### config.mk
export PLATFORM = sky130hd
export DESIGN_NAME = servo_enable_and_travel_limit
export DESIGN_NICKNAME = d
export VERILOG_FILES = /design/src/rtl/servo_pkg.sv /design/src/rtl/pin_sync.sv /design/src/rtl/quad_gen.sv /design/src/rtl/servo_enable_and_travel_limit.sv
export SDC_FILE = /design/constraint.sdc
export NUM_CORES = 1
export LEC_CHECK = 0
export ABC_AREA = 1
export ABC_CLOCK_PERIOD_IN_PS = 3500
export BUFFER_PORTS_ARGS = -buffer_cell sky130_fd_sc_hd__buf_2
export CORE_MARGIN = 4
export CORE_UTILIZATION = 43
export DETAILED_ROUTE_END_ITERATION = 12
export PLACE_DENSITY_LB_ADDON = 0.1
export SLEW_MARGIN = 20
export SYNTH_ARGS = -nofsm -noshare
export SYNTH_HDL_FRONTEND = slang
export SYNTH_HIERARCHICAL = 1
export SYNTH_SLANG_ARGS = --single-unit
### constraint.sdc
create_clock -name CLOCK -period 3.5 [get_ports CLOCK]
set_clock_uncertainty 0.15 [all_clocks]
set_input_delay 0.175 -clock CLOCK [delete_from_list [all_inputs] [get_ports CLOCK]]
set_output_delay 0.175 -clock CLOCK [all_outputs]
set_load 0.01 [all_outputs]
### src/rtl/servo_pkg.sv
package servo_pkg;
   // data path widths
   localparam int CMD_W  = 16;                    // signed motion command width
   localparam int DIG_W  = 4;                     // one configuration digit
   localparam int SYN_W  = 7;                     // number of synchronised pins
   localparam int EVT_W  = 5;                     // number of interrupt events
   localparam int ADDR_W = 8;                     // decoded apb address bits

   // register byte offsets
   localparam logic [ADDR_W-1:0] OFS_CONFIG  = 8'h00;
   localparam logic [ADDR_W-1:0] OFS_COMMAND = 8'h04;
   localparam logic [ADDR_W-1:0] OFS_STATUS  = 8'h08;
   localparam logic [ADDR_W-1:0] OFS_INT_ST  = 8'h0c;
   localparam logic [ADDR_W-1:0] OFS_INT_MSK = 8'h10;
   localparam logic [ADDR_W-1:0] OFS_ALM_RST = 8'h14;

   // configuration digit values
   localparam logic [DIG_W-1:0] SRC_INPUT = 4'h0;  // enable from servo-on pin
   localparam logic [DIG_W-1:0] SRC_PERM  = 4'h9;  // enable active whenever main power is ok
   localparam logic [DIG_W-1:0] ASG_FWD   = 4'h2;  // forward limit on its pin
   localparam logic [DIG_W-1:0] ASG_REV   = 4'h3;  // reverse limit on its pin
   localparam logic [DIG_W-1:0] ASG_OFF   = 4'h8;  // limit checking disabled

   // reset values
   localparam logic [SYN_W-1:0] SYN_INIT = 7'h07;  // servo-on pin and both limits idle high
   localparam logic [EVT_W-1:0] MSK_INIT = 5'h00;

   // event bit positions in interrupt status and mask
   localparam int EV_ON    = 0;                   // servo entered on state
   localparam int EV_OFF   = 1;                   // servo left on state
   localparam int EV_FWDOT = 2;                   // forward overtravel began
   localparam int EV_REVOT = 3;                   // reverse overtravel began
   localparam int EV_ALARM = 4;                   // alarm cut the drive

   // configuration register layout
   typedef struct packed {
      logic             zero_hold;                // stop_method_param hold bit
      logic             cw_forward;               // direction_param digit
      logic [DIG_W-1:0] rev_asg;                  // reverse limit assignment
      logic [DIG_W-1:0] fwd_asg;                  // forward limit assignment
      logic [DIG_W-1:0] son_src;                  // servo-on source digit
   } cfg_t;

   localparam cfg_t CFG_INIT = '{zero_hold: 1'b0, cw_forward: 1'b0,
                                 rev_asg: ASG_REV, fwd_asg: ASG_FWD, son_src: SRC_INPUT};

   // servo control states
   typedef enum logic [2:0] {
      ST_OFF = 3'b001,                            // de-energized
      ST_ON  = 3'b010,                            // energized, drivable
      ST_ALM = 3'b100                             // cut by alarm, awaits reset
   } servo_st_t;
endpackage : servo_pkg

### src/rtl/pin_sync.sv
`timescale 1ns/10ps
// two-stage synchroniser, one chain per pin
module pin_sync (
   input  wire logic                     clk,
   input  wire logic                     rst,
   input  wire logic [servo_pkg::SYN_W-1:0] din,
   output logic      [servo_pkg::SYN_W-1:0] dout
);
   import servo_pkg::*;

   logic [SYN_W-1:0] meta_r;                      // first stage, read by second only

   ////////////////////////////////////////////////////////////////////////////////
   // per-bit chain
   genvar g;
   generate
      for (g = 0; g < SYN_W; g++) begin : g_bit
         always_ff @(posedge clk or posedge rst) begin
            if (rst) begin
               meta_r[g] <= SYN_INIT[g];
               dout[g]   <= SYN_INIT[g];
            end else begin
               meta_r[g] <= din[g];
               dout[g]   <= meta_r[g];
            end
         end
      end
   endgenerate
endmodule : pin_sync

### src/rtl/quad_gen.sv
`timescale 1ns/10ps
// divided encoder pulse generator, one quadrature step per pulse
module quad_gen (
   input  wire logic clk,
   input  wire logic rst,
   input  wire logic step,                        // one-cycle step pulse
   input  wire logic fwd,                         // command polarity is forward
   output logic      divided_pulse_phase_a,
   output logic      divided_pulse_phase_b
);
   import servo_pkg::*;

   ////////////////////////////////////////////////////////////////////////////////
   // gray walk: forward lets b lead a, reverse lets a lead b
   always_ff @(posedge clk or posedge rst) begin
      if (rst) begin
         divided_pulse_phase_a <= 1'b0;
         divided_pulse_phase_b <= 1'b0;
      end else if (step) begin
         if (fwd ^ divided_pulse_phase_a ^ divided_pulse_phase_b) begin   // [RULE10] [RULE9]
            divided_pulse_phase_b <= ~divided_pulse_phase_b;
         end else begin
            divided_pulse_phase_a <= ~divided_pulse_phase_a;
         end
      end
   end
endmodule : quad_gen

### src/rtl/servo_enable_and_travel_limit.sv
// The APB register port and the address map were decided locally.
`timescale 1ns/10ps
// Summary of operation
// RULE1 - servo-on request active energizes motor
// RULE2 - request inactive keeps motor de-energized
// RULE3 - source digit 0 uses pin, 9 permanent
// RULE4 - permanent mode energizes once main power present
// RULE5 - servo on granted only with motor stopped
// RULE6 - permanent mode recovers after alarm reset
// RULE7 - host commands only after servo on
// RULE8 - direction digit maps command to rotation
// RULE9 - direction digit leaves pulse phase unchanged
// RULE10 - forward command: b leads; reverse: a leads
// RULE11 - forward limit inactive forbids forward drive
// RULE12 - reverse limit inactive forbids reverse drive
// RULE13 - overtravel forces stop, overriding prohibited command
// RULE14 - after overtravel stop cut drive unless holding
// RULE15 - brake stays released during overtravel
// RULE16 - vertical axes should configure zero hold
// RULE17 - limit digit 8 disables that check
// RULE18 - sync inputs; ignore commands while de-energized
module servo_enable_and_travel_limit (
   input  wire logic                      CLOCK,
   input  wire logic                      RST,
   // apb slave
   input  wire logic                      PSEL,
   input  wire logic                      PENABLE,
   input  wire logic                      PWRITE,
   input  wire logic [servo_pkg::ADDR_W-1:0] PADDR,
   input  wire logic [31:0]               PWDATA,
   output logic      [31:0]               PRDATA,
   output logic                           PREADY,
   output logic                           PSLVERR,
   // pins from host, switches and power stage
   input  wire logic                      SERVO_ON_REQ_N,
   input  wire logic                      FORWARD_LIMIT_INPUT,
   input  wire logic                      REVERSE_LIMIT_INPUT,
   input  wire logic                      MAIN_POWER_OK,
   input  wire logic                      MOTOR_STOPPED,
   input  wire logic                      DRIVE_ALARM,
   input  wire logic                      ENCODER_STEP,
   // to power stage and host
   output logic                           MOTOR_ENERGIZE,
   output logic                           DRIVE_ENABLE,
   output logic                           ZERO_HOLD,
   output logic                           BRAKE_CONTROL_OUTPUT,
   output logic signed [servo_pkg::CMD_W-1:0] MOTOR_CMD,
   output logic                           MOTOR_CW,
   output logic                           DIVIDED_PULSE_PHASE_A,
   output logic                           DIVIDED_PULSE_PHASE_B,
   output logic                           INTERRUPT
);
   import servo_pkg::*;

   ////////////////////////////////////////////////////////////////////////////////
   // declarations
   cfg_t                     cfg_r;              // configuration digits
   logic signed [CMD_W-1:0]  cmd_r;              // host motion command
   logic [EVT_W-1:0]         int_st_r;           // sticky events
   logic [EVT_W-1:0]         int_msk_r;          // event enables
   logic [EVT_W-1:0]         evt;                // event pulses this cycle
   servo_st_t                st_r;               // servo state
   servo_st_t                st_nxt;
   logic                     ot_stop_r;          // overtravel stop completed
   logic                     fwd_ot_r;           // delayed for edge detect
   logic                     rev_ot_r;
   logic                     step_r;             // encoder step edge detect
   logic [SYN_W-1:0]         pins;               // synchronised pins
   logic                     son_n, fwd_lim, rev_lim, pwr_ok, stopped, alarm, enc;
   logic                     son_req;            // effective servo-on request
   logic                     fwd_ot, rev_ot;     // overtravel levels
   logic                     wr, rd, mapped;     // apb decode
   logic                     alm_rst;            // alarm reset write pulse
   logic signed [CMD_W-1:0]  cmd_eff;            // command after gating
   logic [31:0]              rdata;

   ////////////////////////////////////////////////////////////////////////////////
   // pin synchronisation
   pin_sync u_sync (                                                     // [RULE18]
      .clk  (CLOCK),
      .rst  (RST),
      .din  ({ENCODER_STEP, DRIVE_ALARM, MOTOR_STOPPED, MAIN_POWER_OK,
              REVERSE_LIMIT_INPUT, FORWARD_LIMIT_INPUT, SERVO_ON_REQ_N}),
      .dout (pins)
   );
   assign {enc, alarm, stopped, pwr_ok, rev_lim, fwd_lim, son_n} = pins;

   ////////////////////////////////////////////////////////////////////////////////
   // apb decode, zero wait states
   assign wr      = PSEL && PENABLE && PWRITE;
   assign rd      = PSEL && PENABLE && !PWRITE;
   assign PREADY  = 1'b1;
   assign mapped  = (PADDR == OFS_CONFIG) || (PADDR == OFS_COMMAND) ||
                    (PADDR == OFS_STATUS) || (PADDR == OFS_INT_ST) ||
                    (PADDR == OFS_INT_MSK) || (PADDR == OFS_ALM_RST);
   assign PSLVERR = PSEL && PENABLE && !mapped;
   assign alm_rst = wr && (PADDR == OFS_ALM_RST) && PWDATA[0];

   // configuration and command registers
   always_ff @(posedge CLOCK or posedge RST) begin
      if (RST) begin
         cfg_r     <= CFG_INIT;
         cmd_r     <= '0;
         int_msk_r <= MSK_INIT;
      end else if (wr) begin
         if (PADDR == OFS_CONFIG)  cfg_r     <= cfg_t'(PWDATA[$bits(cfg_t)-1:0]);
         if (PADDR == OFS_COMMAND) cmd_r     <= PWDATA[CMD_W-1:0];
         if (PADDR == OFS_INT_MSK) int_msk_r <= PWDATA[EVT_W-1:0];
      end
   end

   // read mux
   always_comb begin
      rdata = '0;
      unique case (PADDR)
         OFS_CONFIG:  rdata[$bits(cfg_t)-1:0] = cfg_r;
         OFS_COMMAND: rdata[CMD_W-1:0]        = cmd_r;
         OFS_STATUS:  rdata[9:0] = {pins[6:1], ot_stop_r, st_r};
         OFS_INT_ST:  rdata[EVT_W-1:0]        = int_st_r;
         OFS_INT_MSK: rdata[EVT_W-1:0]        = int_msk_r;
         default:     rdata = '0;
      endcase
   end

   // read data register, loaded in setup phase
   always_ff @(posedge CLOCK or posedge RST) begin
      if (RST) begin
         PRDATA <= '0;
      end else if (PSEL && !PENABLE && !PWRITE) begin
         PRDATA <= rdata;
      end
   end

   ////////////////////////////////////////////////////////////////////////////////
   // enable source and overtravel levels
   assign son_req = (cfg_r.son_src == SRC_PERM) ? pwr_ok : !son_n;       // [RULE3] [RULE4]
   assign fwd_ot  = (cfg_r.fwd_asg != ASG_OFF) && !fwd_lim;              // [RULE11] [RULE17]
   assign rev_ot  = (cfg_r.rev_asg != ASG_OFF) && !rev_lim;              // [RULE12] [RULE17]

   ////////////////////////////////////////////////////////////////////////////////
   // servo state machine
   always_comb begin
      st_nxt = st_r;
      unique case (st_r)
         ST_OFF: begin
            // grant only to a stopped motor with power
            if (son_req && stopped && pwr_ok && !alarm) st_nxt = ST_ON;  // [RULE1] [RULE5]
         end
         ST_ON: begin
            if (alarm)                     st_nxt = ST_ALM;
            else if (!son_req || !pwr_ok)  st_nxt = ST_OFF;              // [RULE2]
         end
         ST_ALM: begin
            // permanent mode re-enters on via off state
            if (alm_rst && !alarm)         st_nxt = ST_OFF;              // [RULE6]
         end
         default: st_nxt = ST_OFF;
      endcase
   end

   // state register
   always_ff @(posedge CLOCK or posedge RST) begin
      if (RST) st_r <= ST_OFF;
      else     st_r <= st_nxt;
   end

   ////////////////////////////////////////////////////////////////////////////////
   // overtravel stop tracking
   always_ff @(posedge CLOCK or posedge RST) begin
      if (RST) begin
         ot_stop_r <= 1'b0;
      end else if (!(fwd_ot || rev_ot) || st_r != ST_ON) begin
         ot_stop_r <= 1'b0;
      end else if (stopped) begin
         ot_stop_r <= 1'b1;                                              // [RULE14]
      end
   end

   // command gating: nothing while off, no drive into a limit
   always_comb begin
      cmd_eff = cmd_r;
      if (st_r != ST_ON)                     cmd_eff = '0;               // [RULE18] [RULE7]
      else if (fwd_ot && cmd_r > 0)          cmd_eff = '0;               // [RULE13]
      else if (rev_ot && cmd_r < 0)          cmd_eff = '0;               // [RULE13]
      else if (ot_stop_r && !cfg_r.zero_hold) cmd_eff = '0;              // [RULE14]
   end

   // power stage outputs
   always_ff @(posedge CLOCK or posedge RST) begin
      if (RST) begin
         MOTOR_ENERGIZE       <= 1'b0;
         DRIVE_ENABLE         <= 1'b0;
         ZERO_HOLD            <= 1'b0;
         BRAKE_CONTROL_OUTPUT <= 1'b0;
         MOTOR_CMD            <= '0;
         MOTOR_CW             <= 1'b0;
      end else begin
         MOTOR_ENERGIZE       <= (st_r == ST_ON);                        // [RULE1] [RULE2]
         DRIVE_ENABLE         <= (st_r == ST_ON) && !(ot_stop_r && !cfg_r.zero_hold); // [RULE14]
         ZERO_HOLD            <= ot_stop_r && cfg_r.zero_hold;
         BRAKE_CONTROL_OUTPUT <= (st_r == ST_ON);                        // [RULE15]
         MOTOR_CMD            <= cmd_eff;
         // rotation sense only; command polarity untouched
         if (cmd_eff != 0) MOTOR_CW <= cmd_eff[CMD_W-1] ^ !cfg_r.cw_forward ^ 1'b1; // [RULE8]
      end
   end

   ////////////////////////////////////////////////////////////////////////////////
   // divided pulses follow command polarity only
   always_ff @(posedge CLOCK or posedge RST) begin
      if (RST) step_r <= 1'b0;
      else     step_r <= enc;
   end

   quad_gen u_quad (
      .clk                   (CLOCK),
      .rst                   (RST),
      .step                  (enc && !step_r),
      .fwd                   (!MOTOR_CMD[CMD_W-1]),                      // [RULE9] [RULE10]
      .divided_pulse_phase_a (DIVIDED_PULSE_PHASE_A),
      .divided_pulse_phase_b (DIVIDED_PULSE_PHASE_B)
   );

   ////////////////////////////////////////////////////////////////////////////////
   // interrupt events, set wins over write-one clear
   always_ff @(posedge CLOCK or posedge RST) begin
      if (RST) begin
         fwd_ot_r <= 1'b0;
         rev_ot_r <= 1'b0;
      end else begin
         fwd_ot_r <= fwd_ot;
         rev_ot_r <= rev_ot;
      end
   end

   always_comb begin
      evt           = '0;
      evt[EV_ON]    = (st_r != ST_ON) && (st_nxt == ST_ON);
      evt[EV_OFF]   = (st_r == ST_ON) && (st_nxt != ST_ON);
      evt[EV_FWDOT] = fwd_ot && !fwd_ot_r;
      evt[EV_REVOT] = rev_ot && !rev_ot_r;
      evt[EV_ALARM] = (st_r != ST_ALM) && (st_nxt == ST_ALM);
   end

   always_ff @(posedge CLOCK or posedge RST) begin
      if (RST) begin
         int_st_r <= '0;
      end else if (wr && PADDR == OFS_INT_ST) begin
         int_st_r <= (int_st_r & ~PWDATA[EVT_W-1:0]) | evt;
      end else begin
         int_st_r <= int_st_r | evt;
      end
   end

   always_ff @(posedge CLOCK or posedge RST) begin
      if (RST) INTERRUPT <= 1'b0;
      else     INTERRUPT <= |(int_st_r & int_msk_r);
   end
endmodule : servo_enable_and_travel_limit

==> metrics.txt <==
PortBufs 76; maximum capacitance violations 0; vias in the first global route 3453; DIE HEIGHT 110 um; cell area after synthesis approximately 4500 um^2; placed cells 719; drt initial violations 180; via count 3614; DRC Markers 0; CP startpoint kind input port; mux cell area share after synthesis 0%; drt first pass iters 4; hold_buf cts 27; post-synthesis register bit count 100; Fmax 469 MHz; die area around 12000 um^2; Fillers 956; Syn Area/Cell 8.57 um^2; Num CTS Buffers 9; Cell Chain, Critical Path dlygate4sd3_1 -> buf_2 -> nor3_2 -> inv_2 -> a31oi_1 -> nand3_1 -> o22a_1; Main synth FF type dfrtp_1; Least-Margin Pin Slew 0.643 ns; Crit Path Max Fanout 19; latest clock arrival within the worst-skew pair 0.37 ns; CTS tree done; post-layout net count 676; H-tree Lvls 3; slowest CP cell nor3_2; share of the synthesized area in compound gates (AO/OA/AOI/OAI) between 10% and 20%; Critical path origin PWRITE; synth-to-layout area growth 21.6%; multi-input logic area 1520 um^2; Min-Delay Path Class in2async; total grt overflow 0; total design power 2.48 mW; Post-CTS Resized 0; Routed WL 10.7 mm; met2 Use GR 29.0%; ANT cells 0; arrival time worst endpoint 2.24 ns; PwrDens 456 nW/um^2; Clock Power Share approximately two fifths; Setup Viol. Count Final 0; Adder-Cell Fraction of Synth Area 0%; Max clock buf depth 2; Comb power frac 10.9%; final worst path period share 61.0%; crit-path max cell delay 0.55 ns; Pint 1.87 mW; Post-Syn Instances about 520; status completed; GPL Wtd Cong 0.872; largest family of logic cells by synthesized area simple AND/OR/NAND/NOR gates; Leak 2.85 nW; final hold violations 0; R2R setup slack ~1.5 ns; Final min period 2.13 ns; post-CTS setup repair buffer count 0; switching power 0.608 mW; core area 9950 um^2; post-synthesis xor/xnor area fraction 0.196%; CP Capture Point PRDATA[1]$_DFFE_PP0P_; Worst R2R Start cfg_r[9]$_DFFE_PP1P_; Finished Layout Cells between 700 and 800; reg2reg path depth 11; Max Slew Vio Count 0; Die W 110 um; GRT Max-Usage Layer met2; layout cell share with drive strength beyond 1 between 20% and 30%; Rows 36; RSZ-0062 raised after global routing false; Synth Warn # 6; routing usage on met3 3.96%; Post-synth EDFFs 0; largest net degree at the start of global routing 35; VDD IR max between 0.2 and 0.3 mV; routed vias/inst 4.74; Reg clk slew, reported paths about 0.09 ns; WL/cell 14.0 um; Ports between 100 and 150; clock root cell clkbuf_8; Post-Synth Simple-Gate Area 20.3%; fin util 54.6%; register area ~2500 um^2; setup_tns 0 ns; Total GRT Usage 18.9%; CP Data Required Time roughly 3.6 ns; Rel. slew slack between 50% and 60%; antenna-violating nets left 0; Num Clock Sinks 100; Initial Util 44.9%; crit path capture type flop; first-pass GRT wire length approximately 17 mm; FFs w/ async S/R, synth 100%; Crit Path Class in2reg; GRT met1 Usage 27.4%; sequential fraction of design power 50.4%; Yosys cell types 37; post-synthesis sequential area ratio 56.2%; post-detail-place hpwl 7.86 mm; sw frac between 20 and 25%; initial antenna violation count 0; RR Endpoint MOTOR_CW$_DFFE_PP0P_
-- worst max-delay path: cells and delay by family --
family / cells / cell delay [ns]
AO/OA/AOI/OAI: 2 / 0.43
buffers and inverters: 3 / 0.98
AND/OR/NAND/NOR: 2 / 0.65
-- state kept, by name, summed over array words and instances (netlist names), 3 cells and up --
name and count:
u_sync/meta_r 7, int_msk_r 5, int_st_r 5, cmd_r 16
st_r 3, MOTOR_CMD 16, PRDATA 16, cfg_r 14
u_sync/dout 7
-- area by class of cell --
cell class / count / share of cell area [%]
flip-flops and latches: 100 / 46.2
multi-input cells: 331 / 28.0
repair buffers: 108 / 12.7
inverters: 74 / 5.13
well taps: 133 / 3.06
clock inverters: 7 / 2.67
clock buffers: 9 / 2.28
-- how the worst min path moves through the flow --
stage                     startpoint                                  endpoint  cells past startpoint
after global placement           RST  u_quad/divided_pulse_phase_b$_DFFE_PP0P_                      2
final                            RST  u_quad/divided_pulse_phase_b$_DFFE_PP0P_                      3
after CTS                        RST  u_quad/divided_pulse_phase_b$_DFFE_PP0P_                      3
after floorplan                  RST  u_quad/divided_pulse_phase_a$_DFFE_PP0P_                      1
after global routing             RST  u_quad/divided_pulse_phase_a$_DFFE_PP0P_                      3
after detailed placement         RST  u_quad/divided_pulse_phase_b$_DFFE_PP0P_                      2
-- per-stage QoR --
| step | hold WS, ns | worst slack (ns) | area [um^2] |
|---|---|---|---|
| after global routing | 0.0678 | 1.21 | 5440 |
| after CTS | 0.0375 | 1.40 | 5440 |
| after detailed placement | -0.0976 | 1.48 | 4900 |
| after floorplan | -0.234 | 1.02 | 4530 |
| after global placement | -0.0970 | 1.52 | 4900 |
| final | 0.0659 | 1.37 | 5440 |
-- power groups by stage --
stage | logic (mW) | registers, mW | clock network [mW]
floorplan | 0.164 | 1.28 | 0
global placement | 0.246 | 1.27 | 0
detailed placement | 0.250 | 1.27 | 0
CTS | 0.274 | 1.25 | 0.991
global route | 0.307 | 1.26 | 1.03
finish | 0.270 | 1.25 | 0.959
-- cell usage after synthesis, types with 2 or more instances --
library cell    n  area share (%)
o21ai_1        45             5.0
inv_1          68             5.7
inv_2           6            0.50
a21oi_1        18             2.0
nand2_2         3            0.42
o21ai_0        21             2.3
dfrtp_1        90              50
nor2_4          2            0.50
nor3_1          5            0.56
nand3_1        12             1.3
dfstp_2        10             5.9
a221oi_1        2            0.39
o31ai_1         2            0.34
nor2_2          6            0.84
nand2_1       126              11
nor2_1         54             4.5
o2bb2ai_1       3            0.59
buf_4          19             3.2
nor4_1          2            0.28
clkbuf_1        7            0.59
conb_1          2            0.17
buf_2           4            0.45
-- cell families after synthesis --
family                    Yosys count
other                               2
DFF                               100
AOI/OAI and AO/OA                  99
and+or+nand+nor                   214
buffers and inverters             106
xor gates and xnor gates            1
-- per-layer routing --
layer	share of wire [%]	wire [um]
met5	0	0
met4	1.2	124
met3	6.3	676
met2	45	4830
met1	47	5020
-- cell usage in the layout (no fill, tap or decap), drive strengths merged, types with 2 or more instances in the layout --
cell and n:
dfstp 10, nor4 2, o2bb2ai 3, nand3 13
nor3 6, dfrtp 90, buf 81, inv 75
dlygate4sd3 27, bufinv 4, conb 17, nor2 63
a221oi 2, a21oi 18, nand2 129, clkbuf 9
o21ai 66, o31ai 2
No activity file was read; power rests on OpenSTA's default activity.
